[src/design/lcd_cmd_map.svh]
`ifndef LCD_CMD_MAP_SVH
`define LCD_CMD_MAP_SVH
`define OP_POT_MODE     8'h81
`define OP_STATIC_IND   7'h56
`define OP_DRIVE_SEL    4'hd
`define OP_NO_OP        8'he3
`define OP_TEST         4'hf
`define OP_DISP_ONOFF   7'h57
`define OP_ALL_ON       7'h52
`define OP_RESET        8'he2
`define POT_BITS        6
`define BLINK_BITS      2
`define LINES_BITS      5
`define POT_RST         6'h00
`define BLINK_RST       2'h0
`define LINES_RST       5'h00
`define DRIVE_BIT       3
`define ONOFF_BIT       0
`define HI_MSB          7
`define HI_LSB          4
`define OP7_LSB         1
`endif

[src/design/lcd_cmd_pkg.sv]
package lcd_cmd_pkg;
  typedef enum logic [1:0] {pwr_normal, pwr_sleep, pwr_standby} pwr_state_t;
endpackage

[src/design/cmd_byte_if.sv]
`timescale 1ns/10ps
interface cmd_byte_if;
  logic       valid;
  logic [7:0] data;
  modport src (output valid, output data);
  modport dst (input valid, input data);
endinterface

[src/design/cmd_byte_capture.sv]
`timescale 1ns/10ps
module cmd_byte_capture (
  // clock and reset
  input  wire logic clock,
  input  wire logic rst_b,
  input  wire logic clock_en,
  // host write strobe
  input  wire logic       write_strobe,
  input  wire logic       command_data_select,
  input  wire logic [7:0] write_data,
  // captured command byte
  cmd_byte_if.src         cmd
);
  // ==========================================
  // command byte register
  // only bytes with the select line low are commands
  always_ff @(posedge clock or negedge rst_b) begin
    if (!rst_b) begin
      cmd.valid <= 1'b0;
      cmd.data  <= 8'h00;
    end else if (clock_en) begin
      cmd.valid <= write_strobe && !command_data_select;
      if (write_strobe && !command_data_select) begin
        cmd.data <= write_data;
      end
    end
  end
endmodule

[src/design/lcd_cmd_tail_decoder.sv]
// What this block does
// opcode 0x81 arms potentiometer; next command byte's low six bits stored
// 1010110x sets static indicator from bit 0; next byte sets blink field
// 1101xxxx picks frame reversal if bit 3 low, line reversal if high
// byte after drive select loads low five bits as reversal line count
// power save is display off combined with all-dots-on, no own opcode
// no-operation command changes no state except clearing test mode
// upper nibble 1111 is factory test, low nibble ignored
// segment and common outputs held at ground until display configured and on
// host issues power control within 5ms of reset release
// host without internal supply enters power save within 5ms of reset
// host issues power control within 5ms of leaving power save
// host may choose sleep or standby for initial power save
// host switches LCD supply off before removing logic supply
// host gives no reset during power-off sequence
// host repeats refresh sequence periodically
// all-on while display off enters save; standby if indicator on
// reset command in standby moves device into sleep
// test needs test-enable pin high; no-operation leaves test mode
// after two-byte opcode next command byte is parameter, whatever value
`timescale 1ns/10ps
`include "lcd_cmd_map.svh"
module lcd_cmd_tail_decoder import lcd_cmd_pkg::*; (
  // clock and reset
  input  wire logic                     clock,
  input  wire logic                     rst_b,
  input  wire logic                     clock_en,
  // host port
  input  wire logic                     write_strobe,
  input  wire logic                     command_data_select,
  input  wire logic [7:0]               write_data,
  input  wire logic                     factory_test_enable_pin,
  // settings
  output logic [`POT_BITS-1:0]          top_bias_level,
  output logic                          static_ind_on,
  output logic [`BLINK_BITS-1:0]        blink_state,
  output logic                          line_reversal,
  output logic [`LINES_BITS-1:0]        reversal_lines,
  // status
  output logic                          display_on,
  output logic                          all_dots_on,
  output pwr_state_t                    power_state,
  output logic                          test_mode,
  output logic                          drive_outputs_grounded
);
  typedef enum logic [1:0] {arg_none, arg_pot, arg_blink, arg_lines} arg_t;

  cmd_byte_if cmd ();
  arg_t       arg_q;
  logic       configured_q;
  logic       is_op;

  cmd_byte_capture u_capture (
    .clock               (clock),
    .rst_b               (rst_b),
    .clock_en            (clock_en),
    .write_strobe        (write_strobe),
    .command_data_select (command_data_select),
    .write_data          (write_data),
    .cmd                 (cmd)
  );

  // ==========================================
  // opcode decoders, shared by the processes below except the parameter registers
  function automatic logic match7(input logic [7:0] b, input logic [6:0] op);
    return b[`HI_MSB:`OP7_LSB] == op;
  endfunction

  function automatic logic match_hi(input logic [7:0] b, input logic [3:0] op);
    return b[`HI_MSB:`HI_LSB] == op;
  endfunction

  function automatic logic is_pot_mode(input logic [7:0] b);
    return b == `OP_POT_MODE;
  endfunction

  function automatic logic is_static_ind(input logic [7:0] b);
    return match7(b, `OP_STATIC_IND);
  endfunction

  function automatic logic is_drive_sel(input logic [7:0] b);
    return match_hi(b, `OP_DRIVE_SEL);
  endfunction

  function automatic logic is_display_onoff(input logic [7:0] b);
    return match7(b, `OP_DISP_ONOFF);
  endfunction

  function automatic logic is_all_on(input logic [7:0] b);
    return match7(b, `OP_ALL_ON);
  endfunction

  function automatic logic is_reset(input logic [7:0] b);
    return b == `OP_RESET;
  endfunction

  function automatic logic is_factory_test(input logic [7:0] b);
    return match_hi(b, `OP_TEST);
  endfunction

  // ==========================================
  // opcode decode
  // a pending parameter swallows the byte, even if it looks like an opcode
  assign is_op = cmd.valid && (arg_q == arg_none);

  always_ff @(posedge clock or negedge rst_b) begin
    if (!rst_b) begin
      arg_q <= arg_none;
    end else if (clock_en && cmd.valid) begin
      if (arg_q != arg_none) begin
        arg_q <= arg_none;
      end else if (is_pot_mode(cmd.data)) begin
        arg_q <= arg_pot;
      end else if (is_static_ind(cmd.data)) begin
        arg_q <= arg_blink;
      end else if (is_drive_sel(cmd.data)) begin
        arg_q <= arg_lines;
      end
    end
  end

  // ==========================================
  // parameter registers
  always_ff @(posedge clock or negedge rst_b) begin
    if (!rst_b) begin
      top_bias_level <= `POT_RST;
      blink_state    <= `BLINK_RST;
      reversal_lines <= `LINES_RST;
    end else if (clock_en && cmd.valid) begin
      unique case (arg_q)
        arg_pot:   top_bias_level <= cmd.data[`POT_BITS-1:0];
        arg_blink: blink_state    <= cmd.data[`BLINK_BITS-1:0];
        arg_lines: reversal_lines <= cmd.data[`LINES_BITS-1:0];
        arg_none: ;
      endcase
    end
  end

  // ==========================================
  // static indicator; the no-operation byte matches none of these
  always_ff @(posedge clock or negedge rst_b) begin
    if (!rst_b) begin
      static_ind_on <= 1'b0;
    end else if (clock_en && is_op && is_static_ind(cmd.data)) begin
      static_ind_on <= cmd.data[`ONOFF_BIT];
    end
  end

  // ==========================================
  // drive method
  always_ff @(posedge clock or negedge rst_b) begin
    if (!rst_b) begin
      line_reversal <= 1'b0;
    end else if (clock_en && is_op && is_drive_sel(cmd.data)) begin
      line_reversal <= cmd.data[`DRIVE_BIT];
    end
  end

  // ==========================================
  // display on/off
  always_ff @(posedge clock or negedge rst_b) begin
    if (!rst_b) begin
      display_on <= 1'b0;
    end else if (clock_en && is_op && is_display_onoff(cmd.data)) begin
      display_on <= cmd.data[`ONOFF_BIT];
    end
  end

  // ==========================================
  // all-dots-on; also half of the power save pair
  always_ff @(posedge clock or negedge rst_b) begin
    if (!rst_b) begin
      all_dots_on <= 1'b0;
    end else if (clock_en && is_op && is_all_on(cmd.data)) begin
      all_dots_on <= cmd.data[`ONOFF_BIT];
    end
  end

  // ==========================================
  // power save
  always_ff @(posedge clock or negedge rst_b) begin
    if (!rst_b) begin
      power_state <= pwr_normal;
    end else if (clock_en && is_op) begin
      if (is_all_on(cmd.data)) begin
        if (!cmd.data[`ONOFF_BIT]) begin
          power_state <= pwr_normal;
        end else if (!display_on) begin
          // all-on with the display still lit is only a test pattern
          power_state <= static_ind_on ? pwr_standby : pwr_sleep;
        end
      end else if (is_reset(cmd.data) && power_state == pwr_standby) begin
        // the full internal reset lives outside this block
        power_state <= pwr_sleep;
      end
    end
  end

  // ==========================================
  // factory test
  always_ff @(posedge clock or negedge rst_b) begin
    if (!rst_b) begin
      test_mode <= 1'b0;
    end else if (clock_en && is_op) begin
      // pin is read at decode, one cycle after capture
      if (is_factory_test(cmd.data)) begin
        test_mode <= factory_test_enable_pin;
      end else if (cmd.data == `OP_NO_OP) begin
        test_mode <= 1'b0;
      end
    end
  end

  // ==========================================
  // output grounding; set with the display-on command so grounding drops with it
  always_ff @(posedge clock or negedge rst_b) begin
    if (!rst_b) begin
      configured_q <= 1'b0;
    end else if (clock_en && is_op && is_display_onoff(cmd.data) && cmd.data[`ONOFF_BIT]) begin
      configured_q <= 1'b1;
    end
  end

  assign drive_outputs_grounded = !configured_q || !display_on || (power_state != pwr_normal);
endmodule

[config.mk]
export PLATFORM = sky130hd
export DESIGN_NAME = lcd_cmd_tail_decoder
export DESIGN_NICKNAME = d
export VERILOG_FILES = /design/src/design/lcd_cmd_pkg.sv /design/src/design/cmd_byte_if.sv /design/src/design/cmd_byte_capture.sv /design/src/design/lcd_cmd_tail_decoder.sv
export VERILOG_INCLUDE_DIRS = /design/src /design/src/design
export SDC_FILE = /design/constraint.sdc
export NUM_CORES = 1
export LEC_CHECK = 0
export BUFFER_PORTS_ARGS = -buffer_cell sky130_fd_sc_hd__buf_2
export CORE_ASPECT_RATIO = 1.2
export CORE_MARGIN = 4
export CORE_UTILIZATION = 39
export CTS_BUF_LIST = sky130_fd_sc_hd__clkbuf_4
export DETAILED_ROUTE_END_ITERATION = 10
export GPL_ROUTABILITY_DRIVEN = 0
export PLACE_DENSITY_LB_ADDON = 0.1
export SKIP_CTS_REPAIR_TIMING = 1
export SLEW_MARGIN = 25
export SYNTH_ARGS = -nofsm -noshare
export SYNTH_HDL_FRONTEND = slang
export SYNTH_SLANG_ARGS = --single-unit
[constraint.sdc]
create_clock -name clock -period 2.2 [get_ports clock]
set_input_delay 0.55 -clock clock [delete_from_list [all_inputs] [get_ports clock]]
set_output_delay 0.55 -clock clock [all_outputs]
set_load 0.005 [all_outputs]
==> metrics.yaml, run 1 <==
status:
  status: "completed"
setup_path:
  crit_required_ns: 2.42
  r2r_start: "arg_q[0]"
  timing.rr.end: "static_ind_on"
  crit_start: "arg_q[0]"
  path_class: "flip-flop to flip-flop"
  timing.critical_path.to: "static_ind_on"
  r2r_slack_ns: 0.43
  start_kind: "flip-flop"
  cp_data_arrival_time_ns: 1.99
  crit_fanout: 8
  end_kind: "flip-flop"
  ff2ff_path_depth: 4
logic_synthesis:
  post-synth-top-count-cell: "dfrtp_1"
  syn_area_um2: 1390
  synth_area_leader_cell: "dfrtp_1"
  synth_top_area_frac: 0.575
  syn-num-nets: 122
  synth_edf_count: 0
  synthArstFlopShare: 1.00
  ys_warn_count: 0
  synth.area.top_cells: "dfrtp_1 58%, mux2_2 16%, mux2_1 4.0%, o21ai_0 2.5%, nand2_1 2.4%"
  yosys-top-cells-count: "32 x dfrtp_1, 20 x mux2_2, 9 x nand2_1"
  synth.distinct_cells: 26
  syn-instance-count: 108
  ys_seq_area_frac: 0.575
  ys_ff_latch: 32
  avgSynthCellArea_um2: 12.9
  synthFlopType: "dfrtp_1"
sta:
  period_share: 0.803
  slew_violations: 0
  hold_viol: 0
  fin_setup_tns_ns: 0
  grt_setup_unrepaired: "false"
  finalCriticalPeriod_ns: 1.77
  timing.fmax_ghz: 0.566
  tightest_slew_ns: 0.702
  finalSetupViolations: 0
  max_slew_margin: 0.532
  finClkSkew_ns: 0.0122
clock_network:
  clockRootBuffer: "clkbuf_4"
  cts_tree: "done"
  clock_latency_ns: 0.33
  h-tree-depth: 2
  cts_made_buffers: 5
  clk_pin_slew_ns: 0.10
  cts_buffer_depth: 2
  clock-sinks: 32
grt:
  antenna_found_initial: 0
  grtUsageTotal: 0.135
  grt_pass1_wl_um: 4740
  grt_max_degree: 33
  gr-usage-met2: 0.233
  top_usage_layer: "met2"
  grt_pass1_vias: 1020
  overflow: 0
  met1_usage: 0.151
  met3_usage: 0.0489
finish:
  syn2layout_area_growth_pct: 18.1
  drive_above_1_share: 0.425
  multi_input_area_um2: 567
  register_area_um2: 801
  final_nets: 160
  diodes: 0
  final_area_um2: 1640
  n_fill_cell: 341
drt:
  post_drt_wl_per_cell_um: 15.4
  wl_um: 2820
  viasPerCell: 5.43
  drtIter0Drc: 43
  drtAntennaViolNets: 0
  drt-pass1-iter-count: 4
  drc: 0
  vias: 993
placement:
  io_buffers: 34
  place_area_um2: 1600
  hpwl_um: 2050
floorplan:
  rows: 23
  die_area_um2: 4590
  initial_core_util: 0.410
  die_h_um: 73.5
  ioPinCount: 35
  core-area_um2: 3400
  die-width_um: 62.6
flow_run:
  drv_cap: 0
hold_path:
  min_path_type: "input pin to async pin"
pwr:
  p_per_area_nw_per_um2: 778
  leakage_nw: 0.857
  peakVddDrop_uv: 375
-- cell usage in the layout (no fill, tap or decap), types with 2 or more instances in the layout --
| cell type | n |
|---|---|
| buf_2 | 34 |
| dfrtp_1 | 32 |
| mux2_2 | 20 |
| nand2_1 | 9 |
| o21ai_0 | 7 |
| nand3_1 | 5 |
| mux2_1 | 5 |
| clkbuf_4 | 5 |
| nor2_1 | 3 |
| inv_1 | 2 |
| and4bb_1 | 2 |
| and3_1 | 2 |
| a32o_1 | 2 |
| nand4_1 | 2 |
| nor2b_1 | 2 |
| clkinv_1 | 2 |
-- layer usage --
metal / wire [um] / part of all wire / up-vias
met5: 0 / 0 / -
met4: 57 / 0.020 / 0
met3: 145 / 0.051 / 5
met2: 1460 / 0.52 / 23
met1: 1150 / 0.41 / 497
li1: - / - / 468
-- kinds of logic after synthesis --
family,after synthesis,synth area share
AO/OA/AOI/OAI,12,0.0566
multiplexers,25,0.202
AND/OR/NAND/NOR,33,0.148
buffers and inverters,6,0.0180
flip-flops,32,0.575
-- through the flow --
step	power, W	util	setup slack (ns)	hold slack (ns)	cells
2_1_floorplan	0.000884	-	0.528	0.254	108
3_3_place_gp	0.000995	0.471	0.305	0.456	176
3_5_place_dp	0.00101	0.471	0.247	0.478	176
4_1_cts	0.00131	0.484	0.427	0.264	183
5_1_grt	0.00136	0.484	0.371	0.304	183
6_report	0.00128	0.484	0.434	0.261	183
-- flip-flops by register name, summed over array words and instances (netlist names) --
name,cells
display_on,1
top_bias_level,6
blink_state,2
power_state,2
test_mode,1
line_reversal,1
arg_q,2
static_ind_on,1
u_capture.cmd.valid,1
reversal_lines,5
all_dots_on,1
u_capture.cmd.data,8
configured_q,1
-- where the power goes --
| group | total [W] | leakage (nW) | internal, W | switching, W |
|---|---|---|---|---|
| registers | 0.000761 | 0.425 | 0.000677 | 0.0000839 |
| logic | 0.000226 | 0.406 | 0.000131 | 0.0000953 |
| clock network | 0.000293 | 0.0261 | 0.000111 | 0.000182 |
-- cell type report --
type                    count  area share
multi-input cells          70       0.345
inverters                   2     0.00457
repair buffers             35       0.108
well taps                  37      0.0282
clock buffers               5      0.0228
clock inverters             2     0.00457
flip-flops and latches     32       0.487
-- critical path: stages, from the launching register on --
cell      delay, ns
dfrtp_1        0.43
and4bb_1       0.45
and4_1         0.29
nor2b_1        0.16
mux2_1         0.33
-- worst min path at each step --
stage	from	to	cells past startpoint
6_report	rst_b	static_ind_on	1
5_1_grt	rst_b	arg_q[0]	1
4_1_cts	rst_b	static_ind_on	1
3_5_place_dp	reversal_lines[0]	reversal_lines[0]	2
3_3_place_gp	top_bias_level[0]	top_bias_level[0]	2
2_1_floorplan	rst_b	all_dots_on	0
No activity file was read; power rests on OpenSTA's default activity.
==> inputs of run 2 (changes only) <==
Clock period 2.2 ns to 1.7 ns, I/O delays scaled along.
==> run 2 against run 1 <==
Register-to-register slack got worse by 0.38 ns. Final cell count increased by 6.0%. Die area unchanged. Critical path depth unchanged. Highest routed layer unchanged.
==> metrics.yaml, run 2 (synthesis results as in run 1) <==
status:
  status: "completed"
pwr:
  p_per_area_nw_per_um2: 1010  # +30%
  power.internal_w: 0.00128  # +39%
  swShare: 0.271  # -0.0107
  pwr-share-clk: 0.244  # +0.015
  seqPwrFrac: 0.542  # -0.052
  totalPowerFinal_w: 0.00175  # +37%
  leakage_nw: 0.916  # +6.9%
  peakVddDrop_uv: 484  # +29%
  comb_power_share: 0.214  # +0.037
  power.net_switching_w: 0.000476  # +32%
setup_path:
  crit_fanout: 4  # -4
  crit_chain: "and4bb_1, and4bb_4, a32o_1, mux2_1"
  crit_start: "u_capture.cmd.data[4]"
  r2r_start: "u_capture.cmd.data[4]"
  end_kind: "flip-flop"
  path_delay_family: "simple AND/OR/NAND/NOR gates"
  crit_buf_inv: 0  # unchanged
  cp_data_arrival_time_ns: 1.85  # -0.14 ns
  slowest_stage: "dfrtp_1"
  timing.rr.end: "power_state[1]"
  r2r_slack_ns: 0.06  # -0.38 ns
  path_class: "flip-flop to flip-flop"
  start_kind: "flip-flop"
  ff2ff_path_depth: 4  # unchanged
  crit_required_ns: 1.91  # -0.51 ns
  cp_slowest_stage_delay_ns: 0.38  # -0.07 ns
drt:
  drtIter0Drc: 29  # -33%
  drc: 0  # unchanged
  viasPerCell: 5.24  # -3.5%
  drt-pass1-iter-count: 4  # unchanged
  vias: 1016  # +2.3%
  wl_um: 2780  # -1.5%
  post_drt_wl_per_cell_um: 14.3  # -7.1%
  drtAntennaViolNets: 0  # unchanged
sta:
  hold_viol: 0  # unchanged
  finClkSkew_ns: 0.00848  # -0.00368 ns
  timing.hold.ws_ns: 0.128  # -0.133 ns
  period_share: 0.967  # +0.164
  finalWorstSetupSlack_ns: 0.0561  # -0.378 ns
  finalSetupViolations: 0  # unchanged
  finalCriticalPeriod_ns: 1.64  # -0.122 ns
  grt_setup_unrepaired: "true"
  fin_setup_tns_ns: 0  # unchanged
  slew_violations: 0  # unchanged
  max_slew_margin: 0.539  # +0.00722
  timing.fmax_ghz: 0.608  # +7.4%
  tightest_slew_ns: 0.691  # -0.0108 ns
finish:
  drive_above_1_share: 0.471  # +0.0467
  layout_commonest_cell: "buf_2"
  diodes: 0  # unchanged
  reg_top3: "u_capture.cmd.data x8, top_bias_level x6, reversal_lines x5"
  multi_input_area_um2: 567  # unchanged
  register_area_um2: 801  # unchanged
  layout_common_cells: "34 x buf_2, 32 x dfrtp_1, 20 x mux2_2, 11 x buf_4, 9 x nand2_1"
  final_area_um2: 1730  # +5.3%
  n_fill_cell: 338  # -0.88%
  syn2layout_area_growth_pct: 24.3
  final_nets: 170  # +6.3%
  largest_reg_flops: 8  # unchanged
  top_register: "u_capture.cmd.data"
floorplan:
  core-area_um2: 3400  # unchanged
  initial_core_util: 0.410  # unchanged
  die_area_um2: 4590  # unchanged
  die-width_um: 62.6  # unchanged
  rows: 23  # unchanged
  die_h_um: 73.5  # unchanged
  ioPinCount: 35  # unchanged
clock_network:
  clock_latency_ns: 0.33  # about the same
  cts_made_buffers: 5  # unchanged
  clk_pin_slew_ns: 0.09  # about the same
  cts_buffer_depth: 2  # unchanged
  h-tree-depth: 2  # unchanged
  cts_tree: "done"
  clockRootBuffer: "clkbuf_4"
  clock-sinks: 32  # unchanged
grt:
  grt_pass1_wl_um: 4750  # +0.30%
  overflow: 0  # unchanged
  grt_pass1_vias: 1027  # +0.69%
  antenna_found_initial: 0  # unchanged
  grt_max_degree: 33  # unchanged
  grtUsageTotal: 0.135  # about the same
placement:
  place_area_um2: 1670  # +4.2%
  io_buffers: 34  # unchanged
  hpwl_um: 2100  # +2.5%
  pre_cts_ws_ns: -0.0236  # -0.270 ns
hold_path:
  min_path_type: "input pin to async pin"
flow_run:
  drv_cap: 0  # unchanged
==> run 2: per-stage QoR <==
stage                util  std cells
floorplan               -        108
global placement    0.491        185
detailed placement  0.491        185
CTS                 0.507        193
global route        0.510        194
finish              0.510        194
==> run 2: area by class of cell <==
type | count | share of cell area
clock buffer | 7 | 0.0304
clock inverter | 1 | 0.00217
inverter | 2 | 0.00434
multi-input combinational | 70 | 0.328
sequential | 32 | 0.463
tap | 37 | 0.0268
timing repair buffer | 45 | 0.146
==> run 2: routing by layer <==
| metal | vias up | part of all wire | wire, um | global-route usage |
|---|---|---|---|---|
| li1 | 495 | - | - | - |
| met1 | 493 | 0.42 | 1160 | 0.144 |
| met2 | 21 | 0.51 | 1420 | 0.239 |
| met3 | 7 | 0.047 | 131 | 0.0489 |
| met4 | 0 | 0.023 | 63 | 0.0662 |
| met5 | - | 0 | 0 | 0 |
==> run 2: worst max path at each step <==
stage / cells after the start / slack, ns / end
CTS: 4 / 0.05 / power_state[1]
global route: 4 / -0.01 / power_state[1]
detailed placement: 5 / -0.02 / static_ind_on
floorplan: 5 / 0.07 / power_state[0]
global placement: 5 / 0.03 / static_ind_on
finish: 4 / 0.06 / power_state[1]
==> run 2: power groups by stage <==
stage,clock network (W),registers (W),logic (W)
floorplan,0,0.000966,0.000178
global placement,0,0.000961,0.000375
global route,0.000486,0.000967,0.000420
CTS,0.000454,0.000951,0.000382
detailed placement,0,0.000967,0.000381
finish,0.000428,0.000950,0.000376
